$ cat src/inc/vout_ctrl_defines.svh
// Purpose: Offsets, fields, reset values and timing counts for the boost output controller
// Assumes: 100 MHz clock, APB with 32-bit data
// Notes: Included by its bare name
`ifndef VOUT_CTRL_DEFINES_SVH
`define VOUT_CTRL_DEFINES_SVH

`define CLK_MHZ 100
`define SOFT_STEP_US 1
`define NORM_STEP_US 8
`define SOFT_STEP_CYC (`SOFT_STEP_US * `CLK_MHZ)
`define NORM_STEP_CYC (`NORM_STEP_US * `CLK_MHZ)
`define PWM_PERIOD_CYC 32
`define PCHG_ON_CYC 8
`define DUTY_MIN_CYC 1
`define DUTY_MAX_CYC 24
`define DEBOUNCE_DEFAULT_CYC 20000

`define CODE_W 9

`define ADDR_CTRL 12'h000
`define ADDR_SSLVL 12'h004
`define ADDR_OVPLVL 12'h008
`define ADDR_LAST 12'h00C
`define ADDR_PEAK 12'h010
`define ADDR_STATUS 12'h014
`define ADDR_CODE 12'h018

`define CTRL_MODE_LO 0
`define CTRL_SKIP_BIT 2
`define CTRL_AUTOF_BIT 3
`define CTRL_FREQ_LO 4
`define CTRL_HEAD_LO 6
`define CTRL_RST 8'h00
`define SSLVL_RST 9'h040
`define OVP_RST 9'h180

`endif

$ cat src/inc/vout_ctrl_pkg.sv
// Purpose: Types for the boost output controller
// Assumes: Nothing beyond the defines header
// Notes: Modes and sequencer states
package vout_ctrl_pkg;
  typedef enum logic [1:0] {
    MODE_LOW_POWER = 2'b00,
    MODE_PREBIAS = 2'b01,
    MODE_FIXED = 2'b10,
    MODE_DROPOUT = 2'b11
  } boost_operating_mode_t;

  typedef enum logic [2:0] {
    ST_OFF = 3'b000,
    ST_PCHG = 3'b001,
    ST_RAMP = 3'b010,
    ST_REG = 3'b011,
    ST_FULLON = 3'b100,
    ST_DIS_SW = 3'b101,
    ST_DIS_ON = 3'b110
  } seq_state_t;
endpackage

$ cat src/hw/adaptive_boost_vout_controller.sv
// Purpose: Adaptive boost output code, soft-start, discharge and overvoltage control
// Assumes: APB slave; comparator flags synchronous to clk
// Notes: Switch gates are levels for the power stage
//
// Chosen here: the register addresses and the APB register port.
`timescale 1ns/1ps
`include "vout_ctrl_defines.svh"
module adaptive_boost_vout_controller
  import vout_ctrl_pkg::*;
#(
  parameter int DEBOUNCE_CYC = `DEBOUNCE_DEFAULT_CYC
) (
  input wire logic clk, // System clock
  input wire logic reset_n, // Async reset, active low
  input wire logic psel, // APB select
  input wire logic penable, // APB enable
  input wire logic pwrite, // APB write
  input wire logic [11:0] paddr, // APB byte address
  input wire logic [31:0] pwdata, // APB write data
  output logic [31:0] prdata, // APB read data
  output logic pready, // APB ready
  output logic pslverr, // APB error
  input wire logic torch_req, // Torch trigger
  input wire logic flash_req, // Flash trigger
  input wire logic headroom_low, // Regulator headroom below target
  input wire logic pchg_done, // Output at input minus 300mV
  input wire logic dis_done, // Output at input plus 200mV
  input wire logic fast_ov, // Output above fast OV threshold
  input wire logic at_min_duty, // Converter at minimum duty
  input wire logic at_ilim, // Peak input current limit
  input wire logic vout_high, // Output high enough to skip
  input wire logic [4:0] duty_need, // Required duty in 1/32 units
  output logic [8:0] vout_code, // Output voltage DAC code
  output logic [1:0] headroom_sel, // Headroom target select
  output logic [1:0] ls_gate, // Low-side gates per phase
  output logic hs_gate, // High-side switch on
  output logic out_hiz, // Output in true shutdown
  output logic reg_enable, // Current regulator enable
  output logic ov_fault // Overvoltage shutdown latched
);
  localparam logic [8:0] ONE = 9'h001;
  localparam logic [4:0] PCHG_ON = 5'(`PCHG_ON_CYC);
  localparam logic [4:0] DUTY_MIN = 5'(`DUTY_MIN_CYC);
  localparam logic [4:0] DUTY_MAX = 5'(`DUTY_MAX_CYC);

  logic [7:0] ctrl_r;
  logic [8:0] ss_lvl_r, ovp_lvl_r, code_r, code_nxt, last_r, peak_r;
  seq_state_t st_r, st_nxt;
  logic [9:0] tick_r;
  logic [14:0] deb_r;
  logic fault_r, event_r, trig_q_r;
  logic [1:0] mode_q_r;

  // APB decode
  wire acc = psel && penable;
  wire wr = acc && pwrite;
  wire hit_ctrl = paddr == `ADDR_CTRL;
  wire hit_ss = paddr == `ADDR_SSLVL;
  wire hit_ovp = paddr == `ADDR_OVPLVL;
  wire hit_last = paddr == `ADDR_LAST;
  wire hit_peak = paddr == `ADDR_PEAK;
  wire hit_stat = paddr == `ADDR_STATUS;
  wire hit_code = paddr == `ADDR_CODE;
  wire mapped = hit_ctrl | hit_ss | hit_ovp | hit_last | hit_peak | hit_stat | hit_code;
  wire [31:0] rd_mux = hit_ctrl ? {24'h0, ctrl_r} :
                       hit_ss ? {23'h0, ss_lvl_r} :
                       hit_ovp ? {23'h0, ovp_lvl_r} :
                       hit_last ? {23'h0, last_r} :
                       hit_peak ? {23'h0, peak_r} :
                       hit_stat ? {26'h0, event_r, fault_r, 1'b0, st_r} :
                       hit_code ? {23'h0, code_r} : 32'h0;

  boost_operating_mode_t mode;
  assign mode = boost_operating_mode_t'(ctrl_r[`CTRL_MODE_LO +: 2]);
  wire skip_en = ctrl_r[`CTRL_SKIP_BIT];
  wire auto_freq = ctrl_r[`CTRL_AUTOF_BIT];
  wire [1:0] freq_sel = ctrl_r[`CTRL_FREQ_LO +: 2];

  wire trig = (torch_req || flash_req) && !fault_r;
  wire mode_chg = mode != boost_operating_mode_t'(mode_q_r);
  wire step_soft = tick_r >= 10'(`SOFT_STEP_CYC - 1);
  wire step_norm = tick_r >= 10'(`NORM_STEP_CYC - 1);
  wire at_ss = code_r >= ss_lvl_r;
  wire want_up = headroom_low && !at_ilim;
  wire over_req = want_up && (code_r >= ovp_lvl_r);
  wire deb_exp = over_req && (deb_r >= 15'(DEBOUNCE_CYC - 1));
  wire trip = fast_ov || deb_exp;
  wire active_req = (mode != MODE_LOW_POWER) || trig;

  // Sequencer
  always_comb begin
    st_nxt = st_r;
    unique case (st_r)
      ST_OFF: st_nxt = (active_req && !fault_r && (mode_chg || trig || mode != MODE_LOW_POWER)) ? ST_PCHG : ST_OFF;
      ST_PCHG: st_nxt = pchg_done ? ((mode == MODE_DROPOUT) ? ST_FULLON : ST_RAMP) : ST_PCHG;
      ST_RAMP: st_nxt = at_ss ? ST_REG : ST_RAMP;
      ST_REG: st_nxt = ST_REG;
      ST_FULLON: st_nxt = ST_FULLON;
      ST_DIS_SW: st_nxt = dis_done ? ST_DIS_ON : ST_DIS_SW;
      ST_DIS_ON: st_nxt = ST_OFF;
      default: st_nxt = ST_OFF;
    endcase
    if (trip && st_r != ST_OFF) begin
      st_nxt = ST_OFF;
    end else if (!active_req && st_r inside {ST_PCHG, ST_RAMP, ST_REG}) begin
      st_nxt = ST_DIS_SW;
    end else if (!active_req && st_r == ST_FULLON) begin
      st_nxt = ST_OFF;
    end else if (mode_chg && mode != MODE_LOW_POWER && st_r inside {ST_REG, ST_FULLON}) begin
      st_nxt = ST_PCHG;
    end
  end

  // Code update
  wire adapt = (st_r == ST_REG) && event_r && (mode != MODE_FIXED);
  wire may_down = !at_min_duty && !headroom_low && code_r != 9'h000;
  wire may_up = want_up && !over_req && code_r != 9'h1FF;
  always_comb begin
    code_nxt = code_r;
    if (st_r == ST_OFF || st_r == ST_PCHG) begin
      code_nxt = 9'h000;
    end else if (st_r == ST_RAMP && step_soft && !at_ss) begin
      code_nxt = code_r + ONE;
    end else if (adapt && step_norm) begin
      if (may_up) begin
        code_nxt = code_r + ONE;
      end else if (may_down) begin
        // Current limit still lets the loop step down
        code_nxt = code_r - ONE;
      end
    end else if (st_r == ST_REG && mode == MODE_FIXED) begin
      code_nxt = ss_lvl_r;
    end
  end

  wire [4:0] duty_c = (duty_need < DUTY_MIN) ? DUTY_MIN : (duty_need > DUTY_MAX) ? DUTY_MAX : duty_need;
  wire div_auto = duty_need < 5'h04;
  wire period_div = auto_freq ? !div_auto : freq_sel[0];
  wire sw_run = st_r inside {ST_RAMP, ST_REG};
  wire [1:0] ls_w;
  pwm_gen u_pwm (
    .clk(clk),
    .reset_n(reset_n),
    .run(sw_run),
    .on_cyc(duty_c),
    .period_div(period_div),
    .skip_now(skip_en && vout_high),
    .ls_on(ls_w),
    .period_start()
  );
  logic [4:0] pc_r;

  always_ff @(posedge clk or negedge reset_n) begin
    if (!reset_n) begin
      ctrl_r <= `CTRL_RST;
      ss_lvl_r <= `SSLVL_RST;
      ovp_lvl_r <= `OVP_RST;
    end else if (wr && hit_ctrl) begin
      ctrl_r <= pwdata[7:0];
    end else if (wr && hit_ss) begin
      ss_lvl_r <= pwdata[8:0];
    end else if (wr && hit_ovp) begin
      ovp_lvl_r <= pwdata[8:0];
    end
  end

  always_ff @(posedge clk or negedge reset_n) begin
    if (!reset_n) begin
      prdata <= 32'h0;
      pready <= 1'b0;
      pslverr <= 1'b0;
    end else begin
      pready <= psel && !penable;
      pslverr <= psel && !penable && !(paddr inside {`ADDR_CTRL, `ADDR_SSLVL, `ADDR_OVPLVL, `ADDR_LAST,
                                                     `ADDR_PEAK, `ADDR_STATUS, `ADDR_CODE});
      prdata <= (psel && !penable && !pwrite && mapped) ? rd_mux : prdata;
    end
  end

  always_ff @(posedge clk or negedge reset_n) begin
    if (!reset_n) begin
      st_r <= ST_OFF;
      code_r <= 9'h000;
      tick_r <= 10'h000;
      mode_q_r <= 2'b00;
      trig_q_r <= 1'b0;
    end else begin
      st_r <= st_nxt;
      // Mode 01 resumes from last code
      // Hold the code being logged; last_r only updates at this same edge
      code_r <= (st_r == ST_REG && mode == MODE_PREBIAS && event_r && !trig) ? code_r : code_nxt;
      tick_r <= (step_norm || (st_r == ST_RAMP && step_soft) || st_r != st_nxt) ? 10'h000 : tick_r + 10'h001;
      mode_q_r <= mode;
      trig_q_r <= trig;
    end
  end

  // Event flag, debounce and fault
  always_ff @(posedge clk or negedge reset_n) begin
    if (!reset_n) begin
      event_r <= 1'b0;
      deb_r <= 15'h0000;
      fault_r <= 1'b0;
      last_r <= 9'h000;
      peak_r <= 9'h000;
    end else begin
      event_r <= trig && !trip && st_r == ST_REG && mode inside {MODE_LOW_POWER, MODE_PREBIAS};
      deb_r <= over_req && adapt ? deb_r + 15'h0001 : 15'h0000;
      if (trip) begin
        fault_r <= 1'b1;
      end else if (wr && hit_stat && pwdata[5]) begin
        fault_r <= 1'b0;
      end
      if (event_r && !(trig && !trip)) begin
        last_r <= code_r;
      end
      if (trig && !trig_q_r) begin
        peak_r <= code_r;
      end else if (event_r && code_r > peak_r) begin
        peak_r <= code_r;
      end
    end
  end

  // Output drive
  always_ff @(posedge clk or negedge reset_n) begin
    if (!reset_n) begin
      pc_r <= 5'h00;
      vout_code <= 9'h000;
      headroom_sel <= 2'b00;
      ls_gate <= 2'b00;
      hs_gate <= 1'b0;
      out_hiz <= 1'b1;
      reg_enable <= 1'b0;
      ov_fault <= 1'b0;
    end else begin
      pc_r <= pc_r + 5'h01;
      vout_code <= code_r;
      headroom_sel <= ctrl_r[`CTRL_HEAD_LO +: 2];
      // Gate with state so no stale pulse leaks into shutdown
      ls_gate <= sw_run ? ls_w : 2'b00;
      hs_gate <= (st_r inside {ST_PCHG, ST_DIS_SW}) ? (pc_r < PCHG_ON) :
                 (st_r inside {ST_FULLON, ST_DIS_ON}) ? 1'b1 :
                 sw_run ? (ls_w == 2'b00) : 1'b0;
      out_hiz <= st_r == ST_OFF;
      reg_enable <= event_r && !trip;
      ov_fault <= fault_r;
    end
  end
endmodule // adaptive_boost_vout_controller

$ cat src/hw/pwm_gen.sv
// Purpose: Per-phase switching waveform from a period counter
// Assumes: Period of PWM_PERIOD_CYC clocks, twice that when period_div is set, two phases half a period apart
// Notes: Skip drops one whole cycle; outputs registered
`timescale 1ns/1ps
`include "vout_ctrl_defines.svh"
module pwm_gen (
  input wire logic clk, // System clock
  input wire logic reset_n, // Async reset, active low
  input wire logic run, // Switching allowed
  input wire logic [4:0] on_cyc, // Low-side on clocks per period, doubled when rate halved
  input wire logic period_div, // Halve switching rate
  input wire logic skip_now, // Omit next cycle
  output logic [1:0] ls_on, // Low-side gates per phase
  output logic period_start // Start of phase A cycle
);
  logic [5:0] cnt_r;
  logic skip_r;
  logic [5:0] len;
  logic wrap;
  assign len = period_div ? 6'h3F : 6'h1F;
  assign wrap = (cnt_r == len);
  always_ff @(posedge clk or negedge reset_n) begin
    if (!reset_n) begin
      cnt_r <= 6'h00;
      skip_r <= 1'b0;
      period_start <= 1'b0;
    end else begin
      cnt_r <= (wrap || !run) ? 6'h00 : cnt_r + 6'h01;
      period_start <= wrap && run;
      if (wrap) begin
        skip_r <= skip_now;
      end
    end
  end
  genvar ph;
  generate
    for (ph = 0; ph < 2; ph++) begin : g_phase
      logic [5:0] pos;
      assign pos = (ph == 0) ? cnt_r : ((cnt_r + (len >> 1) + 6'h01) & len);
      always_ff @(posedge clk or negedge reset_n) begin
        if (!reset_n) begin
          ls_on[ph] <= 1'b0;
        end else begin
          ls_on[ph] <= run && !skip_r && (pos < {(period_div ? {on_cyc, 1'b0} : {1'b0, on_cyc})});
        end
      end
    end
  endgenerate
endmodule // pwm_gen

$ cat config.mk
export PLATFORM = sky130hd
export DESIGN_NAME = adaptive_boost_vout_controller
export DESIGN_NICKNAME = d
export VERILOG_FILES = /design/src/inc/vout_ctrl_pkg.sv /design/src/hw/adaptive_boost_vout_controller.sv /design/src/hw/pwm_gen.sv
export VERILOG_INCLUDE_DIRS = /design/src /design/src/inc
export SDC_FILE = /design/constraint.sdc
export NUM_CORES = 1
export LEC_CHECK = 0
export BUFFER_PORTS_ARGS = -buffer_cell sky130_fd_sc_hd__buf_2
export CAP_MARGIN = 0
export CORE_ASPECT_RATIO = 1.75
export CORE_MARGIN = 2
export CORE_UTILIZATION = 45
export CTS_CLUSTER_DIAMETER = 120
export DETAILED_ROUTE_END_ITERATION = 10
export GPL_TIMING_DRIVEN = 0
export PLACE_DENSITY_LB_ADDON = 0.3
export SYNTH_ARGS = -nofsm -noshare
export SYNTH_HDL_FRONTEND = slang
export SYNTH_SLANG_ARGS = --single-unit
$ cat constraint.sdc
create_clock -name clk -period 3.44 [get_ports clk]
set_clock_uncertainty 0.15 [all_clocks]
set_input_delay 0.344 -clock clk [delete_from_list [all_inputs] [get_ports clk]]
set_output_delay 0.344 -clock clk [all_outputs]
set_load 0.02 [all_outputs]
# Yosys cells after proc, flatten, opt, wreduce, memory -nomap -nowiden

Index checks and enable logic that the tools add are counted.

Bits of input ports: 63
Bits in registers: 151
Word-level logic and storage cells: 211
Output and inout port bits: 51

Bitwise logic cells: 10
Reduce and logical (&&, ||, !) cells: 93
Eq/ne operators: 21
$add $sub $neg: 8
$lt $le $gt $ge: 12
Multiplexer cells: 39

Operator list:

| operator                                              | count |
|---|---|
| two-way mux 9 bit                                     | 15 |
| logical AND 1 bit                                     | 47 |
| equality test 12 x 5 -> 1 bit (second input constant) | 3 |
| equality test 12 x 4 -> 1 bit (second input constant) | 2 |
| >= comparator 9 bit                                   | 2 |
| two-way mux 3 bit                                     | 6 |
| two-way mux 6 bit                                     | 3 |
| case mux 3 bit (6 select lines)                       | 1 |
| logical NOT 1 bit                                     | 17 |
| nonzero test 2 bit                                    | 8 |
| adder 15 x 1 -> 15 bit (second input constant)        | 1 |
| >= comparator 15 bit (second input constant)          | 1 |
| two-way mux 15 bit                                    | 1 |
| adder 6 x 1 -> 6 bit (second input constant)          | 2 |
| equality test 12 x 3 -> 1 bit (second input constant) | 1 |
| logical NOT 12 bit                                    | 1 |
| < comparator 6 bit                                    | 2 |
| adder 10 x 1 -> 10 bit (second input constant)        | 1 |
| >= comparator 10 bit (second input constant)          | 1 |
| >= comparator 10 x 7 -> 1 bit (second input constant) | 1 |
| two-way mux 10 bit                                    | 1 |
| two-way mux 5 bit                                     | 2 |
| adder 9 x 1 -> 9 bit (second input constant)          | 1 |
| equality test 3 bit (second input constant)           | 3 |
| 32 further kinds                                      | 60 |

# Depth between registers and ports, before layout

Depth in word-level cells: 14
Depth in mapped cells: 11

# Hierarchy

From an unflattened synthesis, not the netlist that was laid out.

Cell total of the unflattened synthesis: 776
Area, all modules: 7503.4 um^2

Modules (own cells, without submodules):

| module                         | area an instance (um^2) | cells an instance | instances | seq. area each (um^2) |
|---|---|---|---|---|
| adaptive_boost_vout_controller | 6869.1                  | 715               | 1         | 2982.9 |
| pwm_gen                        | 634.4                   | 61                | 1         | 250.2 |

# Worst setup path after synthesis

No wires, ideal clock.

Kind: flip-flop to flip-flop
From: register ovp_lvl_r[8]
To: register last_r[7]
Library setup time: 125 ps
Setup slack: 532 ps
Data required time: 3165 ps
Stages on the path, launching flop included: 10
Data arrival time: 2634 ps
Cells stage by stage: dfstp_2 -> inv_1 -> ha_1 -> and4_1 -> a221o_1 -> a21oi_4 -> o31ai_1 -> o21ai_0 -> buf_2 -> mux2_2

Cells in the longest elaborated chain, start to end: 8

RTL lines:

| what                     | line                                  | source |
|---|---|---|
| start: declaration       | adaptive_boost_vout_controller.sv:47  | `logic [8:0] ss_lvl_r, ovp_lvl_r, code_r, code_nxt, last_r, peak_r;` |
| start signal: assignment | adaptive_boost_vout_controller.sv:157 | `` ovp_lvl_r <= `OVP_RST; `` |
| start signal: assignment | adaptive_boost_vout_controller.sv:163 | `ovp_lvl_r <= pwdata[8:0];` |
| >= comparator 9 bit      | adaptive_boost_vout_controller.sv:85  | `wire over_req = want_up && (code_r >= ovp_lvl_r);` |
| logical AND 1 bit        | adaptive_boost_vout_controller.sv:85  |  |
| logical AND 1 bit        | adaptive_boost_vout_controller.sv:86  | `wire deb_exp = over_req && (deb_r >= 15'(DEBOUNCE_CYC - 1));` |
| logical OR 1 bit         | adaptive_boost_vout_controller.sv:87  | `wire trip = fast_ov \|\| deb_exp;` |
| logical NOT 1 bit        | adaptive_boost_vout_controller.sv:214 | `if (event_r && !(trig && !trip)) begin` |
| logical AND 1 bit        | adaptive_boost_vout_controller.sv:214 |  |
| logical NOT 1 bit        | adaptive_boost_vout_controller.sv:214 |  |
| logical AND 1 bit        | adaptive_boost_vout_controller.sv:214 |  |
| end signal: assignment   | adaptive_boost_vout_controller.sv:215 | `last_r <= code_r;` |
| end: declaration         | adaptive_boost_vout_controller.sv:47  |  |

Every way passes these cells.
A chain may end at the register's enable or synchronous reset.

# Final worst setup path

From: register ovp_lvl_r[8]
To: register code_r[5]

Cells in the longest elaborated chain, start to end: 9
Elaborated cells on any way between the ends: 11
Those cells by class: order compare (1); eq/ne (1); mux (4); reduce/logical (5)

RTL lines:

| what                                | line                                  | source |
|---|---|---|
| >= comparator 9 bit (*)             | adaptive_boost_vout_controller.sv:85  |  |
| logical AND 1 bit (*)               | adaptive_boost_vout_controller.sv:85  |  |
| logical NOT 1 bit (*)               | adaptive_boost_vout_controller.sv:117 | `wire may_up = want_up && !over_req && code_r != 9'h1FF;` |
| logical AND 1 bit (*) (2 in series) | adaptive_boost_vout_controller.sv:117 |  |
| two-way mux 9 bit                   | adaptive_boost_vout_controller.sv:125 | `if (may_up) begin` |
| two-way mux 9 bit                   | adaptive_boost_vout_controller.sv:124 | `end else if (adapt && step_norm) begin` |
| two-way mux 9 bit                   | adaptive_boost_vout_controller.sv:122 | `end else if (st_r == ST_RAMP && step_soft && !at_ss) begin` |
| two-way mux 9 bit                   | adaptive_boost_vout_controller.sv:120 | `if (st_r == ST_OFF \|\| st_r == ST_PCHG) begin` |
| end signal: assignment              | adaptive_boost_vout_controller.sv:191 | `code_r <= (st_r == ST_REG && mode == MODE_PREBIAS && event_r && !trig) ? code_r : code_nxt;` |
| end: declaration                    | adaptive_boost_vout_controller.sv:47  |  |

Every way passes the cells marked *; elsewhere a longest branch is shown, timed or not.

==> report_table.html <==
<table>
<tr><th>Metric</th><th>Value</th></tr>
<tr><th colspan="2">Status</th></tr>
<tr><td>Run status</td><td>finished clean</td></tr>
<tr><th colspan="2">STA</th></tr>
<tr><td>Worst slew margin</td><td>11.9%</td></tr>
<tr><td>Count of endpoints failing setup in the final report</td><td>0</td></tr>
<tr><td>Setup ws final</td><td>0.172 ns</td></tr>
<tr><td>Period utilisation layout</td><td>95.0%</td></tr>
<tr><td>Unrepaired setup endpoints after global routing</td><td>false</td></tr>
<tr><td>Total Neg Setup Slack</td><td>0 ns</td></tr>
<tr><td>Time the worst path needs with I/O delays and setup</td><td>3.27 ns</td></tr>
<tr><td>Endpoints failing hold</td><td>0</td></tr>
<tr><td>Maximum operating frequency</td><td>306 MHz</td></tr>
<tr><td>Slew at the pin closest to its max-slew limit</td><td>1.31 ns</td></tr>
<tr><td>Number of slew-limit violations in the final report</td><td>0</td></tr>
<tr><th colspan="2">Hold path</th></tr>
<tr><td>Min-delay worst type</td><td>in2reg</td></tr>
<tr><td>Startpoint of the tightest hold check path</td><td>pwdata[8]</td></tr>
<tr><th colspan="2">Critical path</th></tr>
<tr><td>Critical path's top delay family</td><td>compound AO/OA/AOI/OAI gates</td></tr>
<tr><td>Kind of launch point of the worst setup path</td><td>flop</td></tr>
<tr><td>Category of the worst setup path capture point</td><td>flop</td></tr>
<tr><td>Crit path buffers/inverters</td><td>2</td></tr>
<tr><td>Cells along the critical path</td><td>inv_1 -&gt; ha_1 -&gt; and4_1 -&gt; a221o_1 -&gt; a21oi_4 -&gt; nor3b_4 -&gt; a21oi_2 -&gt; a32o_1 -&gt; or2_0 -&gt; buf_2 -&gt; o22ai_1</td></tr>
<tr><td>Endpoint required time on the critical path</td><td>3.63 ns</td></tr>
<tr><td>Crit. Startpoint</td><td>ovp_lvl_r[8]$_DFFE_PN1P_</td></tr>
<tr><td>Startpoint of the most critical register-to-register path</td><td>ovp_lvl_r[8]$_DFFE_PN1P_</td></tr>
<tr><td>Critical Setup Path Class</td><td>reg2reg</td></tr>
<tr><td>Signal arrival time at the worst endpoint</td><td>3.45 ns</td></tr>
<tr><td>Delay contributed by the slowest stage of the critical path</td><td>0.51 ns</td></tr>
<tr><td>Maximum net fanout on the critical path</td><td>7</td></tr>
<tr><td>Highest-delay cell along the critical path</td><td>sky130_fd_sc_hd__dfstp_2</td></tr>
<tr><th colspan="2">Global route</th></tr>
<tr><td>Global-route usage over all layers</td><td>23.1%</td></tr>
<tr><td>Wire length of the first global-routing pass</td><td>30,200 um</td></tr>
<tr><td>Maximum number of pins on one net before global-route repair</td><td>76</td></tr>
<tr><td>Via count of the first global-routing pass</td><td>5,932</td></tr>
<tr><td>Number of antenna violations at the first check in global routing</td><td>0</td></tr>
<tr><td>Remaining global-route overflow</td><td>0</td></tr>
<tr><th colspan="2">Floorplanning</th></tr>
<tr><td>Number of core rows</td><td>61</td></tr>
<tr><td>Die outline width</td><td>100 um</td></tr>
<tr><td>Die boundary height</td><td>172 um</td></tr>
<tr><td>Die ar.</td><td>17,200 um^2</td></tr>
<tr><td>Area inside the core boundary</td><td>15,900 um^2</td></tr>
<tr><td>I/O pin count</td><td>114</td></tr>
<tr><td>Effective utilization at floorplan</td><td>45.8%</td></tr>
<tr><th colspan="2">Yosys</th></tr>
<tr><td>Post-synthesis register bit count</td><td>128</td></tr>
<tr><td>Post-synth EDFFs</td><td>0</td></tr>
<tr><td>Average size of a mapped cell</td><td>9.67 um^2</td></tr>
<tr><td>Largest cells by area after synthesis</td><td>sky130_fd_sc_hd__dfrtp_1 43%, sky130_fd_sc_hd__ha_1 7.4%, sky130_fd_sc_hd__mux2_2 3.9%</td></tr>
<tr><td>Post-synthesis sequential area ratio</td><td>44.1%</td></tr>
<tr><td>Post-Syn Instances</td><td>753</td></tr>
<tr><td>Prevailing post-synth register cell</td><td>sky130_fd_sc_hd__dfrtp_1</td></tr>
<tr><td>Cell variety after synth</td><td>72</td></tr>
<tr><td>Library cell with the largest summed area after synthesis</td><td>sky130_fd_sc_hd__dfrtp_1</td></tr>
<tr><td>Yosys warning count</td><td>0</td></tr>
<tr><td>Yosys top cell area share</td><td>42.6%</td></tr>
<tr><td>Mapped cell area</td><td>7280 um^2</td></tr>
<tr><td>Fraction of registers with async set or reset after synthesis</td><td>100%</td></tr>
<tr><th colspan="2">Final layout</th></tr>
<tr><td>Count of nets after finishing</td><td>971</td></tr>
<tr><td>Most common cell after layout, fill and taps aside</td><td>sky130_fd_sc_hd__dfrtp_1</td></tr>
<tr><td>Post-route cell area</td><td>8640 um^2</td></tr>
<tr><td>Most frequent cells in the layout</td><td>121 x sky130_fd_sc_hd__dfrtp_1, 71 x sky130_fd_sc_hd__nor2_1, 70 x sky130_fd_sc_hd__nand2_1</td></tr>
<tr><td>Total inserted antenna cells</td><td>0</td></tr>
<tr><td>Share of final-layout standard cells stronger than drive strength 1</td><td>19.5%</td></tr>
<tr><td>Area added between synthesis and finish</td><td>18.7%</td></tr>
<tr><td>Final cell utilization of the core</td><td>54.4%</td></tr>
<tr><th colspan="2">Clocking</th></tr>
<tr><td>Number of sinks on the clock net</td><td>128</td></tr>
<tr><td>Number of buffers created by CTS</td><td>17</td></tr>
<tr><td>Master cell of the clock root buffer</td><td>sky130_fd_sc_hd__clkbuf_16</td></tr>
<tr><td>Clock-pin slew on the worst setup and hold paths</td><td>0.06 ns</td></tr>
<tr><td>Clock Path Buffers</td><td>2</td></tr>
<tr><td>Number of levels the H-tree was split into</td><td>4</td></tr>
<tr><td>Worst-skew pair later-pin latency</td><td>0.43 ns</td></tr>
<tr><td>TritonCTS clock tree</td><td>built</td></tr>
<tr><th colspan="2">Run</th></tr>
<tr><td>Max-Cap Viols</td><td>0</td></tr>
<tr><th colspan="2">Power</th></tr>
<tr><td>Switching portion of total power</td><td>30.2%</td></tr>
<tr><td>Sw power</td><td>1.39 mW</td></tr>
<tr><td>Comb pwr share</td><td>19.6%</td></tr>
<tr><td>Clock share of power</td><td>42.5%</td></tr>
<tr><td>PD cells</td><td>533 nW/um^2</td></tr>
<tr><td>Maximum ir drop on the vdd rail</td><td>0.000357 V</td></tr>
<tr><td>Cell internal power dissipation</td><td>3.21 mW</td></tr>
<tr><td>Register share of total power</td><td>37.9%</td></tr>
<tr><td>Leak</td><td>4.21 nW</td></tr>
<tr><th colspan="2">Placed design</th></tr>
<tr><td>Post-Place Worst Slack</td><td>-0.266 ns</td></tr>
<tr><td>Total cell area at the placement stage</td><td>7970 um^2</td></tr>
<tr><td>HPWL Detailed</td><td>14,400 um</td></tr>
<tr><td>Routability congestion estimate from global placement</td><td>0.926</td></tr>
<tr><td>Total of buffers placed on input and output ports</td><td>67</td></tr>
<tr><th colspan="2">Route</th></tr>
<tr><td>Average routed wire per standard cell</td><td>18.1 um</td></tr>
<tr><td>Via density</td><td>5.69</td></tr>
<tr><td>Wirelength, routed</td><td>19,300 um</td></tr>
<tr><td>Count of vias placed by the detailed router</td><td>6,070</td></tr>
<tr><td>Number of iterations in the first detailed-routing pass</td><td>7</td></tr>
<tr><td>Residual DRC</td><td>0</td></tr>
<tr><td>Post-route ant nets</td><td>0</td></tr>
<tr><td>First-iteration detailed-routing DRC count</td><td>306</td></tr>
</table>
state kept, by name, summed over array words and instances, names as in the netlist, 3 cells and up:
name,cells
ovp_lvl_r,9
peak_r,9
st_r,3
ss_lvl_r,9
u_pwm.cnt_r,6
vout_code,9
pc_r,5
tick_r,10
prdata,9
code_r,9
ctrl_r,8
deb_r,15
last_r,9
final timing paths:
check | to | depth (start not counted) | slack (ns)
min | ss_lvl_r[8]$_DFFE_PN0P_ | 3 | 0.01
min in group asynchronous | reg_enable$_DFF_PN0_ | 2 | 0.29
max in group asynchronous | ss_lvl_r[6]$_DFFE_PN1P_ | 3 | 2.06
max | code_r[5]$_DFFE_PN0P_ | 11 | 0.17
min reg2reg | mode_q_r[0]$_DFF_PN0_ | 0 | 0.23
max reg2reg | code_r[5]$_DFFE_PN0P_ | 11 | 0.17
cell usage after synthesis (5+ instances only):
master	instances
sky130_fd_sc_hd__a2111oi_0	5
sky130_fd_sc_hd__a21o_1	5
sky130_fd_sc_hd__a21oi_1	15
sky130_fd_sc_hd__a222oi_1	7
sky130_fd_sc_hd__a22o_1	5
sky130_fd_sc_hd__a22oi_1	6
sky130_fd_sc_hd__a31oi_1	9
sky130_fd_sc_hd__and3_1	12
sky130_fd_sc_hd__buf_4	23
sky130_fd_sc_hd__clkbuf_1	23
sky130_fd_sc_hd__dfrtp_1	124
sky130_fd_sc_hd__ha_1	43
sky130_fd_sc_hd__inv_1	46
sky130_fd_sc_hd__mux2_2	25
sky130_fd_sc_hd__mux2i_1	12
sky130_fd_sc_hd__nand2_1	70
sky130_fd_sc_hd__nand2b_1	6
sky130_fd_sc_hd__nand3_1	21
sky130_fd_sc_hd__nand4_1	10
sky130_fd_sc_hd__nor2_1	71
sky130_fd_sc_hd__nor2b_1	12
sky130_fd_sc_hd__nor3_1	17
sky130_fd_sc_hd__nor3b_1	5
sky130_fd_sc_hd__nor4_1	8
sky130_fd_sc_hd__o21a_1	12
sky130_fd_sc_hd__o21ai_0	46
sky130_fd_sc_hd__o221ai_1	8
sky130_fd_sc_hd__xnor2_1	19
sky130_fd_sc_hd__xor2_1	17
layout make-up:
class	count	area (um^2)
fill	1448	7240
multi-input combinational	550	3700
sequential	128	3210
clock buffer	19	453
timing repair buffer	71	394
buffer	50	279
tap	189	236
clock inverter	12	183
inverter	47	176
per-layer routing:
metal  part of all wire [%]  global-route usage [%]  wire, um
met3                    4.4                    3.52       842
met2                     54                    42.3     10500
met1                     35                    23.7      6660
met5                      0                       0         0
met4                    6.6                    15.5      1280
power groups by stage:
stage | sequential, mW | clock [mW] | combinational (mW)
global placement | 1.76 | 0 | 0.870
floorplan | 1.75 | 0 | 0.593
detailed placement | 1.76 | 0 | 0.893
global route | 1.75 | 2.03 | 1.00
finish | 1.74 | 1.96 | 0.901
CTS | 1.74 | 1.98 | 0.901
cells by family after synthesis:
| family | share of synthesized area (%) |
|---|---|
| xor gates and xnor gates | 4.33 |
| AOI/OAI and AO/OA | 15.2 |
| DFF | 44.1 |
| and+or+nand+nor | 17.2 |
| buffers and inverters | 6.24 |
| adders and majority gates | 7.39 |
| other | 0.0515 |
| muxes | 5.52 |
per-stage QoR:
stage / cells / hold slack (ns) / total power [mW]
after floorplan: 775 / -0.102 / 2.35
after global placement: 1031 / 0.210 / 2.63
after detailed placement: 1032 / 0.183 / 2.66
after CTS: 1064 / 0.0119 / 4.62
after global routing: 1066 / 0.0531 / 4.79
final: 1066 / 0.0107 / 4.60
repair_timing:
item	CTS	global route
resized for setup	3	4
setup buffers	0	2
endpoints found under the setup margin	11	23
pin swaps	0	0
endpoints found under the hold margin	52	0
hold buffers	1	0
worst min-delay path: stages:
cell and delay, ns:
sky130_fd_sc_hd__buf_2 0.11, sky130_fd_sc_hd__nand2_1 0.04, sky130_fd_sc_hd__o21ai_0 0.06
(Power assumes the default switching activity.)
